`config.mk`:
```
export PLATFORM = sky130hd
export DESIGN_NAME = arop_port
export DESIGN_NICKNAME = d
export VERILOG_FILES = /design/src/include/arop_pkg.sv /design/src/logic/arop_port.sv /design/src/logic/arop_sync3.sv
export VERILOG_INCLUDE_DIRS = /design/src /design/src/include
export SDC_FILE = /design/constraint.sdc
export NUM_CORES = 1
export LEC_CHECK = 0
export ABC_AREA = 1
export ABC_CLOCK_PERIOD_IN_PS = 3600
export BUFFER_PORTS_ARGS = -buffer_cell sky130_fd_sc_hd__buf_2
export CAP_MARGIN = 0
export CORE_MARGIN = 5
export CORE_UTILIZATION = 27
export DETAILED_ROUTE_END_ITERATION = 10
export PLACE_DENSITY = 0.53
export SLEW_MARGIN = 20
export SYNTH_ARGS = -nofsm -noshare
export SYNTH_HDL_FRONTEND = slang
export SYNTH_SLANG_ARGS = --single-unit
```
`constraint.sdc`:
```
create_clock -name sys_clk_in -period 3.6 [get_ports sys_clk_in]
set_clock_uncertainty 0.15 [all_clocks]
set_input_delay 0.36 -clock sys_clk_in [delete_from_list [all_inputs] [get_ports sys_clk_in]]
set_output_delay 0.36 -clock sys_clk_in [all_outputs]
set_load 0.01 [all_outputs]
```
`src/include/arop_regs.svh`:
```
`ifndef AROP_REGS_SVH
`define AROP_REGS_SVH

// apb register byte offsets
`define AROP_OFF_CTRL 8'h00
`define AROP_OFF_STATUS 8'h04
`define AROP_OFF_RESULT 8'h08

// control register field positions
`define AROP_CTRL_SER 0
`define AROP_CTRL_EXT 1
`define AROP_CTRL_INV 2
`define AROP_CTRL_FMT 3
`define AROP_CTRL_SPOL 4
`define AROP_CTRL_W 5
// reset: parallel, internal clock, no inversion, straight binary, sync active high
`define AROP_CTRL_RST 5'h08

// status register field positions
`define AROP_ST_ACTIVE 0
`define AROP_ST_PASS 1
`define AROP_ST_CNT_LO 4
`define AROP_ST_CNT_HI 7

// shared pin positions on the 16-bit data bus
`define AROP_PIN_CHAIN 7
`define AROP_PIN_SERIAL_RESULT_OUT 8
`define AROP_PIN_SCLK 9
`define AROP_PIN_SYNC 10
`define AROP_PIN_LOW_HI 6

// result framing
`define AROP_RESULT_BITS 16
`define AROP_LAST_BIT 4'hf

// internal shift clock timing
`define AROP_CLK_PERIOD_NS 20
`define AROP_SCLK_PERIOD_NS 160
`define AROP_SCLK_QUARTER ((`AROP_SCLK_PERIOD_NS / `AROP_CLK_PERIOD_NS) / 4)

`endif

```
`src/include/arop_pkg.sv`:
```
package arop_pkg;

  // serial frame state, one-hot
  typedef enum logic [2:0] {
    AROP_IDLE  = 3'h1,
    AROP_SHIFT = 3'h2,
    AROP_PASS  = 3'h4
  } arop_state_t;

  // two pins that are read back from the shared bus
  typedef logic [1:0] arop_pin_pair_t;

endpackage

```
`src/logic/arop_port.sv`:
```
`timescale 1ns/1ns
`include "arop_regs.svh"
// Operation
// - parallel mode drives pins as result bits 7-10
// - external clock serial turns pin into chain input
// - chain level reaches output after 16 periods
// - internal clock, readmode high: read during conversion
// - internal clock, readmode low: read after conversion
// - serial select high sends result serially
// - result held in shift register, msb first
// - format select picks binary or twos complement
// - internal clock data stable on both edges
// - external clock, no inversion: change on rise, host samples fall
// - external clock, inversion: change on fall, host samples rise
// - clock pin direction follows clock source select
// - format low inverts msb for twos complement
// - internal source drives clock, external uses host clock
// - clock inversion applies in master and slave
// - internal clock frame sync marks valid data
module arop_port (
  input wire logic sys_clk_in,
  input wire logic nrst_in,
  input wire logic [7:0] paddr_in,
  input wire logic psel_in,
  input wire logic penable_in,
  input wire logic pwrite_in,
  input wire logic [31:0] pwdata_in,
  input wire logic [3:0] pstrb_in,
  output logic [31:0] prdata_out,
  output logic pready_out,
  output logic pslverr_out,
  input wire logic conv_busy_in,
  input wire logic conv_done_in,
  input wire logic [15:0] conv_result_in,
  input wire logic [15:0] data_pin_in,
  output logic [15:0] data_pin_out,
  output logic [15:0] data_pin_oe_n_out
);

  logic rst_q1; // first reset release stage
  logic rst_n; // released reset used everywhere else
  arop_pkg::arop_pin_pair_t pin_lvl; // filtered chain and clock pin levels
  logic [`AROP_CTRL_W-1:0] ctrl; // software configuration
  logic [15:0] result_q; // latest raw conversion result
  logic [15:0] shreg; // output shift register
  logic [3:0] bit_cnt; // bits shifted in current frame
  arop_pkg::arop_state_t state; // frame state
  logic busy_prev; // busy delayed for edge find
  logic sclk_prev; // previous effective external clock level
  logic chain_cap; // chain bit caught on the host sampling edge
  logic sclk_raw; // internal clock before inversion
  logic [7:0] q_cnt; // quarter-period counter
  logic [1:0] phase; // quarter index in an internal period

  // decoded configuration
  logic ser_mode;
  logic ext_clk;
  logic inv_clk;
  logic fmt_bin;
  logic sync_pol;
  logic chain_lvl;
  logic sclk_eff;
  logic act_edge;
  logic smp_edge;
  logic conv_start;
  logic int_master;
  logic int_start;
  logic q_tick;
  logic [15:0] fmt_result;
  logic [15:0] fmt_new;
  logic [15:0] load_word;
  logic apb_access;
  logic addr_ok;

  // reset released through two flops, asserted at once
  always_ff @(posedge sys_clk_in or negedge nrst_in) begin
    if (!nrst_in) begin
      rst_q1 <= 1'b0;
      rst_n <= 1'b0;
    end else begin
      rst_q1 <= 1'b1;
      rst_n <= rst_q1;
    end
  end

  // pins from the host are asynchronous to our clock
  arop_sync3 u_sync (
    .sys_clk_in(sys_clk_in),
    .rst_n_in(rst_n),
    .d_in({data_pin_in[`AROP_PIN_SCLK], data_pin_in[`AROP_PIN_CHAIN]}),
    .lvl_out(pin_lvl)
  );

  assign ser_mode = ctrl[`AROP_CTRL_SER];
  assign ext_clk = ctrl[`AROP_CTRL_EXT];
  assign inv_clk = ctrl[`AROP_CTRL_INV];
  assign fmt_bin = ctrl[`AROP_CTRL_FMT];
  assign sync_pol = ctrl[`AROP_CTRL_SPOL];
  assign chain_lvl = pin_lvl[0]; // readmode in master mode, chain data in slave
  // inversion folded in so the active edge is always a rise here
  assign sclk_eff = pin_lvl[1] ^ inv_clk;
  assign act_edge = ser_mode & ext_clk & sclk_eff & ~sclk_prev;
  assign smp_edge = ser_mode & ext_clk & ~sclk_eff & sclk_prev;
  assign conv_start = conv_busy_in & ~busy_prev;
  assign int_master = ser_mode & ~ext_clk;
  // read during conversion sends the previous result at start
  assign int_start = int_master & (chain_lvl ? conv_start : conv_done_in);
  assign q_tick = (q_cnt == 8'(`AROP_SCLK_QUARTER - 1));

  // output code: msb inverted when format select is low
  assign fmt_result = {result_q[15] ^ ~fmt_bin, result_q[14:0]};
  assign fmt_new = {conv_result_in[15] ^ ~fmt_bin, conv_result_in[14:0]};
  assign load_word = conv_done_in ? fmt_new : fmt_result;

  // apb decode
  assign apb_access = psel_in & penable_in & pready_out;
  assign addr_ok = (paddr_in == `AROP_OFF_CTRL) | (paddr_in == `AROP_OFF_STATUS) |
                   (paddr_in == `AROP_OFF_RESULT);

  // edge-find history
  always_ff @(posedge sys_clk_in or negedge rst_n) begin
    if (!rst_n) begin
      busy_prev <= 1'b0;
      sclk_prev <= 1'b0;
    end else begin
      busy_prev <= conv_busy_in;
      sclk_prev <= sclk_eff;
    end
  end

  // result latch at end of conversion
  always_ff @(posedge sys_clk_in or negedge rst_n) begin
    if (!rst_n) begin
      result_q <= 16'h0000;
    end else if (conv_done_in) begin
      result_q <= conv_result_in;
    end
  end

  // chain data caught on the edge where the host samples
  always_ff @(posedge sys_clk_in or negedge rst_n) begin
    if (!rst_n) begin
      chain_cap <= 1'b0;
    end else if (smp_edge) begin
      chain_cap <= chain_lvl;
    end
  end

  // frame sequencer, shift register and bit count
  always_ff @(posedge sys_clk_in or negedge rst_n) begin
    if (!rst_n) begin
      state <= arop_pkg::AROP_IDLE;
      shreg <= 16'h0000;
      bit_cnt <= 4'h0;
    end else if (!ser_mode) begin
      // parallel mode keeps the serial side parked
      state <= arop_pkg::AROP_IDLE;
      bit_cnt <= 4'h0;
    end else if (ext_clk) begin
      if (conv_done_in) begin
        // new result puts its msb on the line before the first edge
        state <= arop_pkg::AROP_SHIFT;
        shreg <= fmt_new;
        bit_cnt <= 4'h0;
      end else if (act_edge) begin
        unique case (state)
          arop_pkg::AROP_IDLE: begin
            shreg <= shreg;
          end
          arop_pkg::AROP_SHIFT: begin
            // chain bits enter at the bottom, surface after sixteen shifts
            shreg <= {shreg[14:0], chain_cap};
            bit_cnt <= bit_cnt + 4'h1;
            if (bit_cnt == `AROP_LAST_BIT) begin
              state <= arop_pkg::AROP_PASS;
            end
          end
          arop_pkg::AROP_PASS: begin
            // downstream results keep flowing through
            shreg <= {shreg[14:0], chain_cap};
          end
        endcase
      end else if (smp_edge && state != arop_pkg::AROP_IDLE) begin
        // chain level fills the slot freed by the last shift, so the
        // first upstream bit is not lost to a stale capture
        shreg[0] <= chain_lvl;
      end
    end else begin
      if (int_start) begin
        state <= arop_pkg::AROP_SHIFT;
        shreg <= load_word;
        bit_cnt <= 4'h0;
      end else if (state == arop_pkg::AROP_SHIFT && q_tick && phase == 2'h3) begin
        // end of a period: next bit changes only while clock is low
        shreg <= {shreg[14:0], 1'b0};
        bit_cnt <= bit_cnt + 4'h1;
        if (bit_cnt == `AROP_LAST_BIT) begin
          state <= arop_pkg::AROP_IDLE;
        end
      end else if (state == arop_pkg::AROP_PASS) begin
        // chaining needs an external clock
        state <= arop_pkg::AROP_IDLE;
      end
    end
  end

  // internal clock generator in quarter periods
  always_ff @(posedge sys_clk_in or negedge rst_n) begin
    if (!rst_n) begin
      q_cnt <= 8'h00;
      phase <= 2'h0;
      sclk_raw <= 1'b0;
    end else if (!int_master || int_start || state != arop_pkg::AROP_SHIFT) begin
      // clock idles low between frames and restarts aligned to data
      q_cnt <= 8'h00;
      phase <= 2'h0;
      sclk_raw <= 1'b0;
    end else if (q_tick) begin
      q_cnt <= 8'h00;
      phase <= phase + 2'h1;
      // rise a quarter after data changes, fall a quarter before next
      if (phase == 2'h0) begin
        sclk_raw <= 1'b1;
      end else if (phase == 2'h2) begin
        sclk_raw <= 1'b0;
      end
    end else begin
      q_cnt <= q_cnt + 8'h01;
    end
  end

  // shared pin drive, all registered
  always_ff @(posedge sys_clk_in or negedge rst_n) begin
    if (!rst_n) begin
      data_pin_out <= 16'h0000;
      data_pin_oe_n_out <= 16'hffff;
    end else if (!ser_mode) begin
      // whole bus driven with the formatted result
      data_pin_out <= fmt_result;
      data_pin_oe_n_out <= 16'h0000;
    end else begin
      data_pin_out <= fmt_result;
      // low bits become select inputs or float
      data_pin_oe_n_out <= {5'h00, 4'h0, 7'h7f};
      data_pin_oe_n_out[`AROP_PIN_CHAIN] <= 1'b1;
      data_pin_out[`AROP_PIN_SERIAL_RESULT_OUT] <= shreg[15];
      data_pin_oe_n_out[`AROP_PIN_SERIAL_RESULT_OUT] <= 1'b0;
      data_pin_out[`AROP_PIN_SCLK] <= sclk_raw ^ inv_clk;
      data_pin_oe_n_out[`AROP_PIN_SCLK] <= ext_clk;
      // sync only framed with the internal clock, else parked inactive
      data_pin_out[`AROP_PIN_SYNC] <= (int_master & (state == arop_pkg::AROP_SHIFT)) ^ sync_pol;
      data_pin_oe_n_out[`AROP_PIN_SYNC] <= 1'b0;
    end
  end

  // control register write, byte lane zero only
  always_ff @(posedge sys_clk_in or negedge rst_n) begin
    if (!rst_n) begin
      ctrl <= `AROP_CTRL_RST;
    end else if (apb_access && pwrite_in && paddr_in == `AROP_OFF_CTRL && pstrb_in[0]) begin
      ctrl <= pwdata_in[`AROP_CTRL_W-1:0];
    end
  end

  // one wait state so read data can come from a flop
  always_ff @(posedge sys_clk_in or negedge rst_n) begin
    if (!rst_n) begin
      pready_out <= 1'b0;
      pslverr_out <= 1'b0;
    end else begin
      pready_out <= psel_in & penable_in & ~pready_out;
      pslverr_out <= psel_in & penable_in & ~pready_out & ~addr_ok;
    end
  end

  // read data mux, captured in the wait cycle
  always_ff @(posedge sys_clk_in or negedge rst_n) begin
    if (!rst_n) begin
      prdata_out <= 32'h00000000;
    end else if (psel_in && penable_in && !pready_out && !pwrite_in) begin
      prdata_out <= 32'h00000000;
      if (paddr_in == `AROP_OFF_CTRL) begin
        prdata_out[`AROP_CTRL_W-1:0] <= ctrl;
      end else if (paddr_in == `AROP_OFF_STATUS) begin
        prdata_out[`AROP_ST_ACTIVE] <= (state != arop_pkg::AROP_IDLE);
        prdata_out[`AROP_ST_PASS] <= (state == arop_pkg::AROP_PASS);
        prdata_out[`AROP_ST_CNT_HI:`AROP_ST_CNT_LO] <= bit_cnt;
      end else if (paddr_in == `AROP_OFF_RESULT) begin
        prdata_out[15:0] <= fmt_result;
      end
    end
  end

endmodule

```
`src/logic/arop_sync3.sv`:
```
`timescale 1ns/1ns
// three-stage synchroniser with agreement filter, one lane per bit
module arop_sync3 (
  input wire logic sys_clk_in,
  input wire logic rst_n_in,
  input wire arop_pkg::arop_pin_pair_t d_in,
  output arop_pkg::arop_pin_pair_t lvl_out
);

  genvar i;
  generate
    for (i = 0; i < 2; i = i + 1) begin : g_lane
      logic s1; // metastable stage, read only by s2
      logic s2;
      logic s3;
      // plain three-flop chain
      always_ff @(posedge sys_clk_in or negedge rst_n_in) begin
        if (!rst_n_in) begin
          s1 <= 1'b0;
          s2 <= 1'b0;
          s3 <= 1'b0;
        end else begin
          s1 <= d_in[i];
          s2 <= s1;
          s3 <= s2;
        end
      end
      // a change counts only once two late stages agree
      always_ff @(posedge sys_clk_in or negedge rst_n_in) begin
        if (!rst_n_in) begin
          lvl_out[i] <= 1'b0;
        end else if (s2 == s3) begin
          lvl_out[i] <= s2;
        end
      end
    end
  endgenerate

endmodule

```
# ---- Yosys cells after proc, flatten, opt, wreduce, memory -nomap -nowiden
# Cells that the tools add are included.
dict set report classes {
  n_reduce_logical 25
  muxes 44
  add_sub_neg 3
  bitwise 27
  n_eq_ne 23
}
# operator count
set ops {}
lappend ops {{16-bit 2-to-1 mux} 7}
lappend ops {{4-bit 2-to-1 mux} 8}
lappend ops {{3-bit 2-to-1 mux} 10}
lappend ops {{8-bit 2-to-1 mux} 3}
lappend ops {{11-bit 2-to-1 mux} 2}
lappend ops {{15-bit 2-to-1 mux} 1}
lappend ops {{1-bit bitwise AND} 13}
lappend ops {{4-bit by 3-bit inequality test with 1-bit output, second input constant} 3}
lappend ops {{10-bit 2-to-1 mux} 1}
lappend ops {{1-bit logical AND} 9}
lappend ops {{8-bit by 1-bit adder with 8-bit output, second input constant} 1}
lappend ops {{8-bit by 1-bit == test with 1-bit output, second input constant} 1}
lappend ops {{8-bit by 3-bit == test with 1-bit output, second input constant} 1}
lappend ops {{8-bit by 4-bit == test with 1-bit output, second input constant} 1}
lappend ops {{8-bit logical NOT} 1}
lappend ops {{2-bit 2-to-1 mux} 4}
lappend ops {{4-bit AND reduction} 2}
lappend ops {{1-bit 2-to-1 mux} 7}
lappend ops {{1-bit inverter} 7}
lappend ops {{3-bit by 2-bit inequality test with 1-bit output, second input constant} 2}
lappend ops {{3-bit nonzero test} 2}
lappend ops {{5-bit 2-to-1 mux} 1}
lappend ops {{5-bit by 1-bit inequality test with 1-bit output, second input constant} 1}
lappend ops {{5-bit inequality test, second input constant} 1}
lappend ops {{other kinds (23)} 33}
dict set report word_totals {
  elab_cells 149
  regBits 118
}

# ---- Logic depth before layout (Yosys ltp)
# Gate-level depths: netlist of run 1.
dict set report logic_depth {
  depth_word 9
  mapped_depth 11
  mapped_depth_nobuf 11
}

# ---- By module
# From an unflattened synthesis of run 1, not the netlist that was laid out.
dict set report hier_totals {
  hier_cells 612
  area_unflattened_um2 5023.6
}
# mod instances area_each_um2 cells_per_inst
set modules_own_cells {}
lappend modules_own_cells {arop_port 1 4790.8 596}
lappend modules_own_cells {arop_sync3 1 232.7 16}

# ---- Worst setup path before layout of run 1
# Ideal clock, no wire load.
dict set report synth_timing {
  path_kind {register to register}
  from {register q_cnt[1]}
  to {register shreg[15]}
  path_slack_ps 1896
  t_arrival_ps 1431
  period_less_slack_ps 1704
  stages_incl_launch_ff 11
  cell_sequence {dfrtp_1 > inv_1 > ha_1 > nand2_1 > nor2_2 > nand2_1 > nand3_4 > nand3_4 > buf_6 > nand2_1 > o21ai_1}
}
dict set report synth_between {
  elab_chain_len 5
}
# item line
set synth_rtl {}
lappend synth_rtl {{start, declared} arop_port.sv:52} ;# logic [7:0] q_cnt;
lappend synth_rtl {{start signal, assigned} arop_port.sv:228} ;# q_cnt <= q_cnt + 8'h01;
lappend synth_rtl {{8-bit by 1-bit == test with 1-bit output} arop_port.sv:108} ;# assign q_tick = (q_cnt == 8'(`AROP_SCLK_QUARTER - 1));
lappend synth_rtl {{1-bit logical AND (2 in series)} arop_port.sv:193} ;# end else if (state == arop_pkg::AROP_SHIFT && q_tick && phase == 2'h3) begin
lappend synth_rtl {{3-bit nonzero test (no source line)} -}
lappend synth_rtl {{4-bit AND reduction (no source line)} -}
lappend synth_rtl {{end signal, assigned} arop_port.sv:180} ;# shreg <= {shreg[14:0], chain_cap};
lappend synth_rtl {{end signal, assigned} arop_port.sv:191} ;# shreg <= load_word;
lappend synth_rtl {{end signal, assigned} arop_port.sv:195} ;# shreg <= {shreg[14:0], 1'b0};
lappend synth_rtl {{end, declared} arop_port.sv:45} ;# logic [15:0] shreg;
# No other way between the ends.
# A chain may end at the register's enable or synchronous reset.

# ---- Worst setup path in the final report of run 1
dict set report layout_timing {
  from {register ctrl[0]}
  to {register shreg[1]}
}
dict set report layout_between {
  elab_chain_len 5
}
# item line
set layout_rtl {}
lappend layout_rtl {{start, declared} arop_port.sv:43} ;# logic [`AROP_CTRL_W-1:0] ctrl;
lappend layout_rtl {{start signal, assigned} arop_port.sv:259} ;# ctrl <= `AROP_CTRL_RST;
lappend layout_rtl {{start signal, assigned} arop_port.sv:261} ;# ctrl <= pwdata_in[`AROP_CTRL_W-1:0];
lappend layout_rtl {{1-bit bitwise AND (3 in series)} arop_port.sv:102} ;# assign act_edge = ser_mode & ext_clk & sclk_eff & ~sclk_prev;
lappend layout_rtl {{3-bit by 2-bit inequality test with 1-bit output (no source line)} -}
lappend layout_rtl {{4-bit AND reduction (no source line)} -}
lappend layout_rtl {{end signal, assigned} arop_port.sv:163} ;# shreg <= fmt_new;
lappend layout_rtl {{end signal, assigned} arop_port.sv:168} ;# shreg <= shreg;
lappend layout_rtl {{end signal, assigned} arop_port.sv:172} ;# shreg <= {shreg[14:0], chain_cap};
# Several ways; a longest one is shown, not always the timed one.

==> results.yml, run 1 <==
synth:
  ys.warnings.count: 0
  synth_top_family_by_area: "simple AND/OR/NAND/NOR gates"
  netlist-cell-type-count: 38
  post_synth_mux_area_share_pct: 0.4482
  avgSynthCellArea_um2: 8.649
  post_synth_xor_area_fraction_pct: 0.6972
  gate_count_of_the_mapped_netlist: 581
  post_synth_fa_ha_maj_area_fraction_pct: 1.892
  yosysTopAreaCellShare_pct: 49.80
  synthTopCellsByArea: "sky130_fd_sc_hd__dfrtp_1, sky130_fd_sc_hd__nand2_1, sky130_fd_sc_hd__nand3_1"
  syn_area_um2: 5025
  synth_simple_gate_area_share_pct: 26.54
  synth_top_cell_by_area: "sky130_fd_sc_hd__dfrtp_1"
  synth_compound_area_share_pct: 8.068
  sequential_fraction_of_the_synthesis_area_pct: 52.42
  synth-seq-cells: 105
layout:
  area.sequential_um2: 2638
  antenna-diode-count: 0
  multi_input_comb_area_um2: 1959
  area.growth.synth_to_final_pct: 17.13
  fill_cells: 1927
  total_number_of_nets_in_the_final_design: 751
  drive_gt1_share_pct: 23.69
  final_cells: 896
  postLayoutCoreUtil_pct: 32.43
die:
  chipHeight_um: 146.4
  floorplan.core_area_um2: 18150
  num_rows: 49
  floorplan.die.width_um: 146.4
  die-area_um2: 21440
  top_level_ports: 149
  initial_core_util_pct: 27.69
run_status:
  outcome: "finished, final reports clean"
worst_hold_path:
  hold_class: "in -> reg"
  worst_hold_path.num_cells: 2
clocking:
  clock_insertion_delay_worst_skew_ns: 0.35
  htree_num_levels: 3
  post_cts_resized: 0
  numCtsBuffers: 9
  max-clock-path-buffers: 2
  clock_tree_root: "sky130_fd_sc_hd__clkbuf_16"
  number_of_sinks_driven_by_the_clock_tree: 105
  clock_tree_from_tritoncts: "built"
  path_clk_slew_ns: 0.07
timing:
  tightest_slew_ns: 0.7803
  fmaxAchievable_ghz: 0.4256
  slew_violations: 0
  final_period_utilization_pct: 65.27
  timing.setup.tns_ns: 0
  rsz0062_at_grt: "no"
  slew_hr_pct: 47.98
  setup_viol_count_final: 0
  fin_crit_ns: 2.350
  hold_violations: 0
global_routing:
  groute.usage.overall_pct: 11.73
  grt_start_max_net_pins: 61
  number_of_antenna_violations_at_the_first_check_in_global_routing: 1
  grt_pass1_wl_mm: 20.00
  total_grt_overflow: 0
  grt_pass1_vias: 3737
power_and_ir_drop:
  p_total_mw: 2.623
  ir_drop_mv: 0.1650
  cellPowerDensity_nw_per_um2: 445.6
  p_leak_nw: 2.926
worst_setup_path:
  worst_path_arrival_ns: 2.43
  timing.critical_path.fanout_max: 28
  ff2ff_setup_slack_ns: 1.25
  worstSetupStartpointType: "register"
  worstSetupPathType: "reg -> reg"
  cp_data_required_time_ns: 3.68
  setup.worst_path.end_class: "register"
  reg2regPathDepth: 7
drt:
  remaining_drc_errors: 0
  detail_route.vias_per_cell: 4.427
  initialDrtViolationCount: 227
  drt_wl_total_mm: 12.36
  via_count: 3967
  wl_per_cell_um: 13.80
  ant_nets: 0
  drtPass1Iterations: 4
placed_design:
  numPlacedInstances: 876
  io_buffers: 88
  dp_hpwl_mm: 9.143
  place_congestion: 0.7667
flow_run:
  drv.max_cap_violation_count: 0
==> area by class of cell <==
type	instances	share of cell area (%)
Tap cell	229	4.868
Clock inverter	5	0.6378
Sequential cell	105	44.81
Timing Repair Buffer	97	8.801
Clock buffer	11	4.294
Multi-Input combinational cell	398	33.29
Inverter	51	3.295
==> report_power, final <==
| part | switching, mW | total (mW) | internal [mW] |
|---|---|---|---|
| combinational | 0.197 | 0.319 | 0.122 |
| clock | 0.441 | 0.951 | 0.511 |
| sequential | 0.0793 | 1.35 | 1.27 |
| total | 0.717 | 2.62 | 1.91 |
==> state kept, by name (all words and copies together) (netlist names), 2 cells and up <==
register	cells
data_pin_out	16
u_sync.g_lane.s2	2
u_sync.g_lane.s3	2
state	3
u_sync.g_lane.s1	2
result_q	16
data_pin_oe_n_out	3
u_sync.lvl_out	2
bit_cnt	4
shreg	16
phase	2
prdata_out	16
q_cnt	8
ctrl	5
==> worst paths after layout <==
check	from	end
worst max-delay path	ctrl[0]$_DFFE_PN0P_	shreg[1]$_DFFE_PN0P_
worst min-delay path	pwdata_in[3]	ctrl[3]$_DFFE_PN1P_
worst max register to register	ctrl[0]$_DFFE_PN0P_	shreg[1]$_DFFE_PN0P_
worst min register to register	u_sync.g_lane[1].s1$_DFF_PN0_	u_sync.g_lane[1].s2$_DFF_PN0_
max in group asynchronous	rst_n$_DFF_PN0_	ctrl[3]$_DFFE_PN1P_
min in group asynchronous	nrst_in	rst_n$_DFF_PN0_
==> through the flow <==
stage          area, um2  setup WS [ns]  hold WS, ns
6_report            5886          1.250      0.09330
5_1_grt             5886          1.039      0.09218
3_3_place_gp        5555          1.235    -0.004490
4_1_cts             5886          1.187      0.08108
3_5_place_dp        5555          1.216    -0.001925
2_1_floorplan       5085         0.3172     -0.08559
==> per-layer routing <==
layer	global-route usage (%)	part of all wire [%]
met1	15.70	46
met2	18.59	47
met3	2.789	5.0
met4	4.233	1.8
met5	0	0.11
==> critical path, cell delays in order (launching register included) <==
cell and delay (ns):
sky130_fd_sc_hd__dfrtp_1 0.62, sky130_fd_sc_hd__inv_4 0.14, sky130_fd_sc_hd__nor2_8 0.31, sky130_fd_sc_hd__nand2_4 0.22, sky130_fd_sc_hd__nand3_4 0.17, sky130_fd_sc_hd__nand3_4 0.34
sky130_fd_sc_hd__nand2_1 0.21, sky130_fd_sc_hd__o21ai_2 0.06
==> cells in the mapped netlist <==
cell / count
sky130_fd_sc_hd__o21ai_0: 23
sky130_fd_sc_hd__a21oi_1: 17
sky130_fd_sc_hd__nand2_4: 1
sky130_fd_sc_hd__a31oi_1: 2
sky130_fd_sc_hd__nand3_2: 1
sky130_fd_sc_hd__o21ai_1: 14
sky130_fd_sc_hd__dfstp_2: 5
sky130_fd_sc_hd__buf_4: 30
sky130_fd_sc_hd__nor3b_1: 1
sky130_fd_sc_hd__clkbuf_1: 2
sky130_fd_sc_hd__maj3_1: 2
sky130_fd_sc_hd__or2_0: 1
sky130_fd_sc_hd__nand2_2: 7
sky130_fd_sc_hd__nor2_4: 2
sky130_fd_sc_hd__nor3_2: 2
sky130_fd_sc_hd__mux2_2: 2
sky130_fd_sc_hd__nand2_1: 163
sky130_fd_sc_hd__nand4_1: 3
sky130_fd_sc_hd__conb_1: 2
sky130_fd_sc_hd__ha_1: 6
sky130_fd_sc_hd__inv_4: 1
sky130_fd_sc_hd__buf_2: 7
sky130_fd_sc_hd__xnor2_1: 1
sky130_fd_sc_hd__inv_2: 7
sky130_fd_sc_hd__nand3_1: 78
sky130_fd_sc_hd__xor2_1: 3
sky130_fd_sc_hd__o21ai_2: 13
sky130_fd_sc_hd__nor3_1: 1
sky130_fd_sc_hd__buf_1: 2
sky130_fd_sc_hd__nor2_8: 1
sky130_fd_sc_hd__nand3_4: 2
sky130_fd_sc_hd__nor2_2: 3
sky130_fd_sc_hd__nor2_1: 30
sky130_fd_sc_hd__dfrtp_1: 100
sky130_fd_sc_hd__clkinv_1: 1
sky130_fd_sc_hd__inv_1: 42
sky130_fd_sc_hd__a21oi_2: 1
sky130_fd_sc_hd__buf_6: 2
==> cells by family (layout without fill, tap and decap cells) <==
logic type      count (synthesis)  count (layout)
xor+xnor                        4               4
flops                         105             105
buf+inv                        94             164
compound gates                 70              70
fa+ha+maj                       8               8
mux                             2               2
simple gates                  296             296
other cells                     2              18
==> layout by cell type (no fill, tap or decap), types with 2 or more instances in the layout <==
master and n:
sky130_fd_sc_hd__a21oi_1 17, sky130_fd_sc_hd__a31oi_1 2, sky130_fd_sc_hd__buf_2 88, sky130_fd_sc_hd__buf_4 5
sky130_fd_sc_hd__clkbuf_16 9, sky130_fd_sc_hd__clkbuf_8 2, sky130_fd_sc_hd__clkinvlp_4 2, sky130_fd_sc_hd__conb_1 18
sky130_fd_sc_hd__dfrtp_1 99, sky130_fd_sc_hd__dfstp_2 5, sky130_fd_sc_hd__dlygate4sd3_1 4, sky130_fd_sc_hd__ha_1 6
sky130_fd_sc_hd__inv_1 42, sky130_fd_sc_hd__inv_2 7, sky130_fd_sc_hd__inv_6 2, sky130_fd_sc_hd__maj3_1 2
sky130_fd_sc_hd__mux2_2 2, sky130_fd_sc_hd__nand2_1 163, sky130_fd_sc_hd__nand2_2 7, sky130_fd_sc_hd__nand3_1 78
sky130_fd_sc_hd__nand3_4 2, sky130_fd_sc_hd__nand4_1 3, sky130_fd_sc_hd__nor2_1 30, sky130_fd_sc_hd__nor2_2 3
sky130_fd_sc_hd__nor2_4 2, sky130_fd_sc_hd__nor3_2 2, sky130_fd_sc_hd__o21ai_0 23, sky130_fd_sc_hd__o21ai_1 14
sky130_fd_sc_hd__o21ai_2 13, sky130_fd_sc_hd__xor2_1 3
==> repair_timing <==
item,CTS,global route
hold endpoints to repair,5,0
setup endpoints to repair,0,0
buffers inserted,0,0
hold buffers,4,0
Power figures use the tool's default switching activity.
==> inputs of run 2 (changes only) <==
ABC_CLOCK_PERIOD_IN_PS = 2100   (was 3600)
PLACE_DENSITY = 0.55   (was 0.53)
clock period = 2.1 ns   (was 3.6 ns; I/O delays follow)
==> run 2 against run 1 <==
Clock power up 79%. First-iteration DRC count up 15%. Routed wire length up 0.77%. Sequential power up 71%. Flip-flop and latch count unchanged. Total power up 76%. Worst hold slack worse by 0.088 ns. Combinational power up 90%. Count of clock-buffer cells in the layout up 1. Cell area up 5.0%. Critical path type unchanged. Largest power group unchanged.
==> results.yml, run 2 (synthesis gave the netlist of run 1 again) <==
worst_setup_path:
  timing.critical_path.fanout_max: 7
  worst_path_most_repeated_cell: "sky130_fd_sc_hd__nand2_1"
  worst_path_arrival_ns: 1.91
  worstPathBufferInverterCount: 3
  cp_slowest_stage_delay_ns: 0.59
  critical_path.slowest_cell: "sky130_fd_sc_hd__dfrtp_1"
  setup.worst_path.end_class: "register"
  worstSetupStartpointType: "register"
  critPathTopFamily: "simple AND/OR/NAND/NOR gates"
  path_cells: "inv_4, nor2_8, nand3_2, clkinv_1, nand2_1, nand2_1, inv_2, nand2_1, o21ai_1"
  cp_data_required_time_ns: 2.18
  worstSetupPathType: "reg -> reg"
die:
  floorplan.core_area_um2: 18150
  top_level_ports: 149
  num_rows: 49
  chipHeight_um: 146.4
  initial_core_util_pct: 27.69
  die-area_um2: 21440
  floorplan.die.width_um: 146.4
power_and_ir_drop:
  p_total_mw: 4.614
  cellPowerDensity_nw_per_um2: 746.6
  p_leak_nw: 3.066
  ir_drop_mv: 0.3446
timing:
  timing.setup.tns_ns: 0
  slew_violations: 0
  rsz0062_at_grt: "no"
  setup_viol_count_final: 0
  final_period_utilization_pct: 86.82
  tightest_slew_ns: 0.5874
  fin_crit_ns: 1.823
  hold_violations: 0
  slew_hr_pct: 60.80
  fmaxAchievable_ghz: 0.5485
layout:
  final_common_cell: "sky130_fd_sc_hd__nand2_1"
  drive_gt1_share_pct: 24.50
  area.growth.synth_to_final_pct: 22.98
  postLayoutCoreUtil_pct: 34.05
  antenna-diode-count: 0
  most-common-layout-cells: "sky130_fd_sc_hd__nand2_1, sky130_fd_sc_hd__dfrtp_1, sky130_fd_sc_hd__buf_2"
  area.sequential_um2: 2638
  multi_input_comb_area_um2: 1959
  fill_cells: 1914
  total_number_of_nets_in_the_final_design: 778
clocking:
  path_clk_slew_ns: 0.07
  post_cts_resized: 0
  number_of_sinks_driven_by_the_clock_tree: 105
  clock_insertion_delay_worst_skew_ns: 0.35
  cts.repair_timing.setup_buffer_count: 0
  max-clock-path-buffers: 2
  clock_tree_root: "sky130_fd_sc_hd__clkbuf_16"
  clock_tree_from_tritoncts: "built"
  numCtsBuffers: 9
  htree_num_levels: 3
placed_design:
  dp_hpwl_mm: 9.351
  io_buffers: 88
  place_congestion: 0.8072
drt:
  drt_wl_total_mm: 12.46
  wl_per_cell_um: 13.50
  detail_route.vias_per_cell: 4.308
  remaining_drc_errors: 0
  ant_nets: 0
  drtPass1Iterations: 4
  initialDrtViolationCount: 262
  via_count: 3976
global_routing:
  groute.usage.overall_pct: 11.86
  grt_pass1_vias: 3810
  total_grt_overflow: 0
  number_of_antenna_violations_at_the_first_check_in_global_routing: 0
  grt_start_max_net_pins: 33
  grt_pass1_wl_mm: 20.42
run_status:
  outcome: "finished, final reports clean"
worst_hold_path:
  hold_class: "in -> reg"
flow_run:
  drv.max_cap_violation_count: 0
run 2: cell types whose count changed in the layout (fill, tap and decap cells not counted), sizes merged:
| cell | delta |
|---|---|
| bufinv | +1 |
| clkbuf | +1 |
| dlygate4sd3 | +13 |
| clkinvlp | +1 |
| inv | -2 |
| buf | +14 |
| clkinv | -1 |
run 2: per-layer routing:
layer / wire, um / GRT usage, % / share of wire [%] / up-vias
met2: 5745 / 18.66 / 46 / 89
met5: 0 / 0 / 0 / -
met1: 5767 / 16.10 / 46 / 1833
li1: - / - / - / 2042
met3: 744 / 2.913 / 6.0 / 12
met4: 198 / 3.857 / 1.6 / 0
run 2: per-stage QoR:
step	hold slack [ns]	instances	setup WS, ns	area (um2)
floorplan	-0.2356	597	0.1946	5086
global placement	-0.1543	890	0.2708	5710
detailed placement	-0.1519	890	0.2607	5710
CTS	0.00003486	923	0.2468	6180
global route	0.005405	923	0.1110	6180
finish	0.005670	923	0.2767	6180
run 2: timing repair:
item,4_1_cts,5_1_grt
endpoints found under the setup margin,0,0
hold buffers,17,0
endpoints found under the hold margin,16,0
run 2: area by class of cell:
cell class                 instances  area share, %
clock buffer                      12          3.989
clock inverter                     4         0.8504
inverter                          51          3.138
multi-input combinational        398          31.71
sequential                       105          42.68
tap                              229          4.637
timing repair buffer             124          13.00
run 2: path summary, 6_finish.rpt:
kind / cells past startpoint / from / endpoint / slack (ns)
setup / recovery: 9 / ctrl[0]$_DFFE_PN0P_ / bit_cnt[3]$_DFFE_PN0P_ / 0.28
min in group asynchronous: 0 / rst_n$_DFF_PN0_ / result_q[12]$_DFFE_PN0P_ / 0.13
max in group asynchronous: 1 / rst_n$_DFF_PN0_ / state[0]$_DFFE_PN1P_ / 1.02
setup reg to reg: 9 / ctrl[0]$_DFFE_PN0P_ / bit_cnt[3]$_DFFE_PN0P_ / 0.28
hold / removal: 3 / conv_result_in[6] / result_q[6]$_DFFE_PN0P_ / 0.006
hold reg to reg: 0 / rst_n$_DFF_PN0_ / result_q[12]$_DFFE_PN0P_ / 0.13
run 2: tightest hold or removal path: cells and delay by family:
family,cells,cell delay (ns)
AND/OR/NAND/NOR,2,0.18
buffers and inverters,1,0.07
run 2: where the power goes:
part	internal [mW]	switching (mW)	leakage, nW
Sequential	2.18	0.125	1.30
Combinational	0.250	0.354	1.63
Clock	0.958	0.743	0.135
==> inputs of run 3 (changes only) <==
ABC_CLOCK_PERIOD_IN_PS = 1900   (was 2100)
CORE_UTILIZATION = 40   (was 27)
PLACE_DENSITY = 0.7   (was 0.55)
clock period = 1.9 ns   (was 2.1 ns; I/O delays follow)
==> run 3 against run 2 <==
The run now ends with negative hold slack left. Global-route usage rose by 4.4 points. Critical path type unchanged. Combinational power grew 12%. Utilization rose by 15 points. Flip-flop and latch count unchanged. Fmax up 4.5%. Sequential share of layout area up 0.47 points. First-iteration DRC count rose by 42%. Worst hold slack worse by 0.014 ns. Setup slack worse by 0.12 ns. Via count rose by 5.9%.
==> results.yml, run 3 (synthesis gave the netlist of run 1 again) <==
die:
  initial_core_util_pct: 40.31
  die-area_um2: 14900
  chipHeight_um: 122.1
  top_level_ports: 149
  num_rows: 41
  floorplan.die.width_um: 122.1
  floorplan.core_area_um2: 12470
worst_hold_path:
  hold_class: "in -> reg"
  worst_hold_path.num_cells: 3
run_status:
  failing_checks: "negative hold slack"
  outcome: "complete, but fails checks"
worst_setup_path:
  timing.rr.end: "shreg[7]$_DFFE_PN0P_"
  cp_slowest_stage_delay_ns: 0.39
  worstSetupStartpointType: "register"
  reg2regPathDepth: 10
  timing.critical_path.fanout_max: 28
  ff2ff_setup_slack_ns: 0.16
  end_of_the_critical_path: "shreg[7]$_DFFE_PN0P_"
  critPathTopFamily: "simple AND/OR/NAND/NOR gates"
  worst_path_arrival_ns: 1.83
  cp_data_required_time_ns: 1.98
  startpoint_of_the_lowest_slack_register_to_register_path: "q_cnt[1]$_DFF_PN0_"
  cp.depth: 10
  worstSetupPathType: "reg -> reg"
  setup.worst_path.end_class: "register"
  worst_setup_path_startpoint: "q_cnt[1]$_DFF_PN0_"
  critical_path.slowest_cell: "sky130_fd_sc_hd__dfrtp_1"
  worstPathBufferInverterCount: 2
  path_cells: "inv_1, ha_1, nand2_1, nor2_4, nand2_2, nand3_4, nand3_4, buf_12, nand2_1, o21ai_2"
drt:
  wl_per_cell_um: 13.36
  drtPass1Iterations: 5
  initialDrtViolationCount: 373
  via_count: 4211
  remaining_drc_errors: 0
  drt_wl_total_mm: 11.61
  ant_nets: 0
  detail_route.vias_per_cell: 4.846
timing:
  tightest_slew_ns: 0.6885
  hold_violations: 1
  timing.setup.tns_ns: 0
  final_period_utilization_pct: 91.79
  fmaxAchievable_ghz: 0.5734
  slew_hr_pct: 54.05
  fin_hold_ws_ns: -0.008119
  setup_viol_count_final: 0
  slew_violations: 0
  rsz0062_at_grt: "no"
  fin_crit_ns: 1.744
layout:
  area.sequential_um2: 2639
  total_number_of_nets_in_the_final_design: 782
  fin_area_um2: 6116
  most-common-layout-cells: "sky130_fd_sc_hd__nand2_1, sky130_fd_sc_hd__dfrtp_1, sky130_fd_sc_hd__buf_2"
  antenna-diode-count: 0
  drive_gt1_share_pct: 24.25
  final_cells: 869
  area.growth.synth_to_final_pct: 21.71
  final_common_cell: "sky130_fd_sc_hd__nand2_1"
  fill_cells: 1161
  multi_input_comb_area_um2: 1967
clocking:
  number_of_sinks_driven_by_the_clock_tree: 105
  htree_num_levels: 3
  clock_insertion_delay_worst_skew_ns: 0.34
  max-clock-path-buffers: 2
  clock_tree_from_tritoncts: "built"
  numCtsBuffers: 9
  path_clk_slew_ns: 0.06
  clock_tree_root: "sky130_fd_sc_hd__clkbuf_16"
global_routing:
  number_of_antenna_violations_at_the_first_check_in_global_routing: 0
  groute.usage.overall_pct: 16.21
  grt_pass1_wl_mm: 19.15
  total_grt_overflow: 0
  grt_pass1_vias: 4066
  grt_start_max_net_pins: 104
power_and_ir_drop:
  ir_drop_mv: 0.4275
  cellPowerDensity_nw_per_um2: 816.0
  p_leak_nw: 3.075
placed_design:
  io_buffers: 88
  dp_hpwl_mm: 8.412
  place_congestion: 0.8407
  numPlacedInstances: 827
  placed_area_um2: 5569
flow_run:
  drv.max_cap_violation_count: 0
==> run 3: changes by cell type in the layout (fill, tap and decap cells not counted), moves of 2 or more <==
cell / before / now
sky130_fd_sc_hd__buf_12: 4 / 2
sky130_fd_sc_hd__clkinvlp_4: 3 / 0
sky130_fd_sc_hd__clkinv_2: 0 / 3
sky130_fd_sc_hd__dlygate4sd3_1: 17 / 23
==> run 3: timing repair <==
action,in CTS,in global routing
endpoints found under the setup margin,0,22
gates resized for setup,0,3
hold endpoints to repair,22,0
hold buffers,23,0
setup buffers,0,4
==> run 3: area by class of cell <==
type / count / area share, %
sequential: 105 / 43.15
inverter: 51 / 3.171
clock inverter: 4 / 0.7365
tap: 172 / 3.519
clock buffer: 11 / 3.805
timing repair buffer: 128 / 13.46
multi-input combinational: 398 / 32.16
==> run 3: how the worst min path moves through the flow <==
| stage | start | to | slack (ns) |
|---|---|---|---|
| after floorplan | nrst_in | rst_q1$_DFF_PN0_ | -0.26 |
| after global placement | nrst_in | rst_q1$_DFF_PN0_ | -0.17 |
| after detailed placement | nrst_in | rst_q1$_DFF_PN0_ | -0.17 |
| after CTS | conv_result_in[1] | result_q[1]$_DFFE_PN0P_ | 0.005 |
| after global routing | conv_result_in[0] | result_q[0]$_DFFE_PN0P_ | 0.01 |
| final | conv_result_in[0] | result_q[0]$_DFFE_PN0P_ | -0.008 |
==> run 3: power breakdown <==
part / switching, mW / internal [mW] / total [mW] / leakage, nW
clock network: 0.768 / 1.01 / 1.78 / 0.139
logic: 0.402 / 0.273 / 0.675 / 1.64
registers: 0.125 / 2.41 / 2.54 / 1.30
total: 1.30 / 3.70 / 4.99 / 3.07
==> run 3: per-layer routing <==
metal  share of wire, %  wire (um)  track usage [%]
met5                  0          0                0
met3                6.9        802            3.528
met1                 43       5026            21.16
met2                 48       5585            26.66
met4                1.7        199            5.878
==> run 3: through the flow <==
step                util, %  setup slack [ns]  power (mW)  hold WS (ns)
finish                49.06            0.1559       4.990     -0.008119
detailed placement    44.68           0.02208       3.221       -0.1723
CTS                   48.75          0.008787       5.022      0.004563
floorplan                 -            0.1957       3.012       -0.2556
global route          49.06          0.008344       5.228       0.01104
global placement      44.68           0.08653       3.194       -0.1750
==> run 3: worst reg2reg max path: cells and delay by family (launching register included) <==
family          cells  cell delay (ns)
simple gates        6             0.66
flops               1             0.39
buf+inv             2             0.24
fa+ha+maj           1             0.14
compound gates      1             0.05
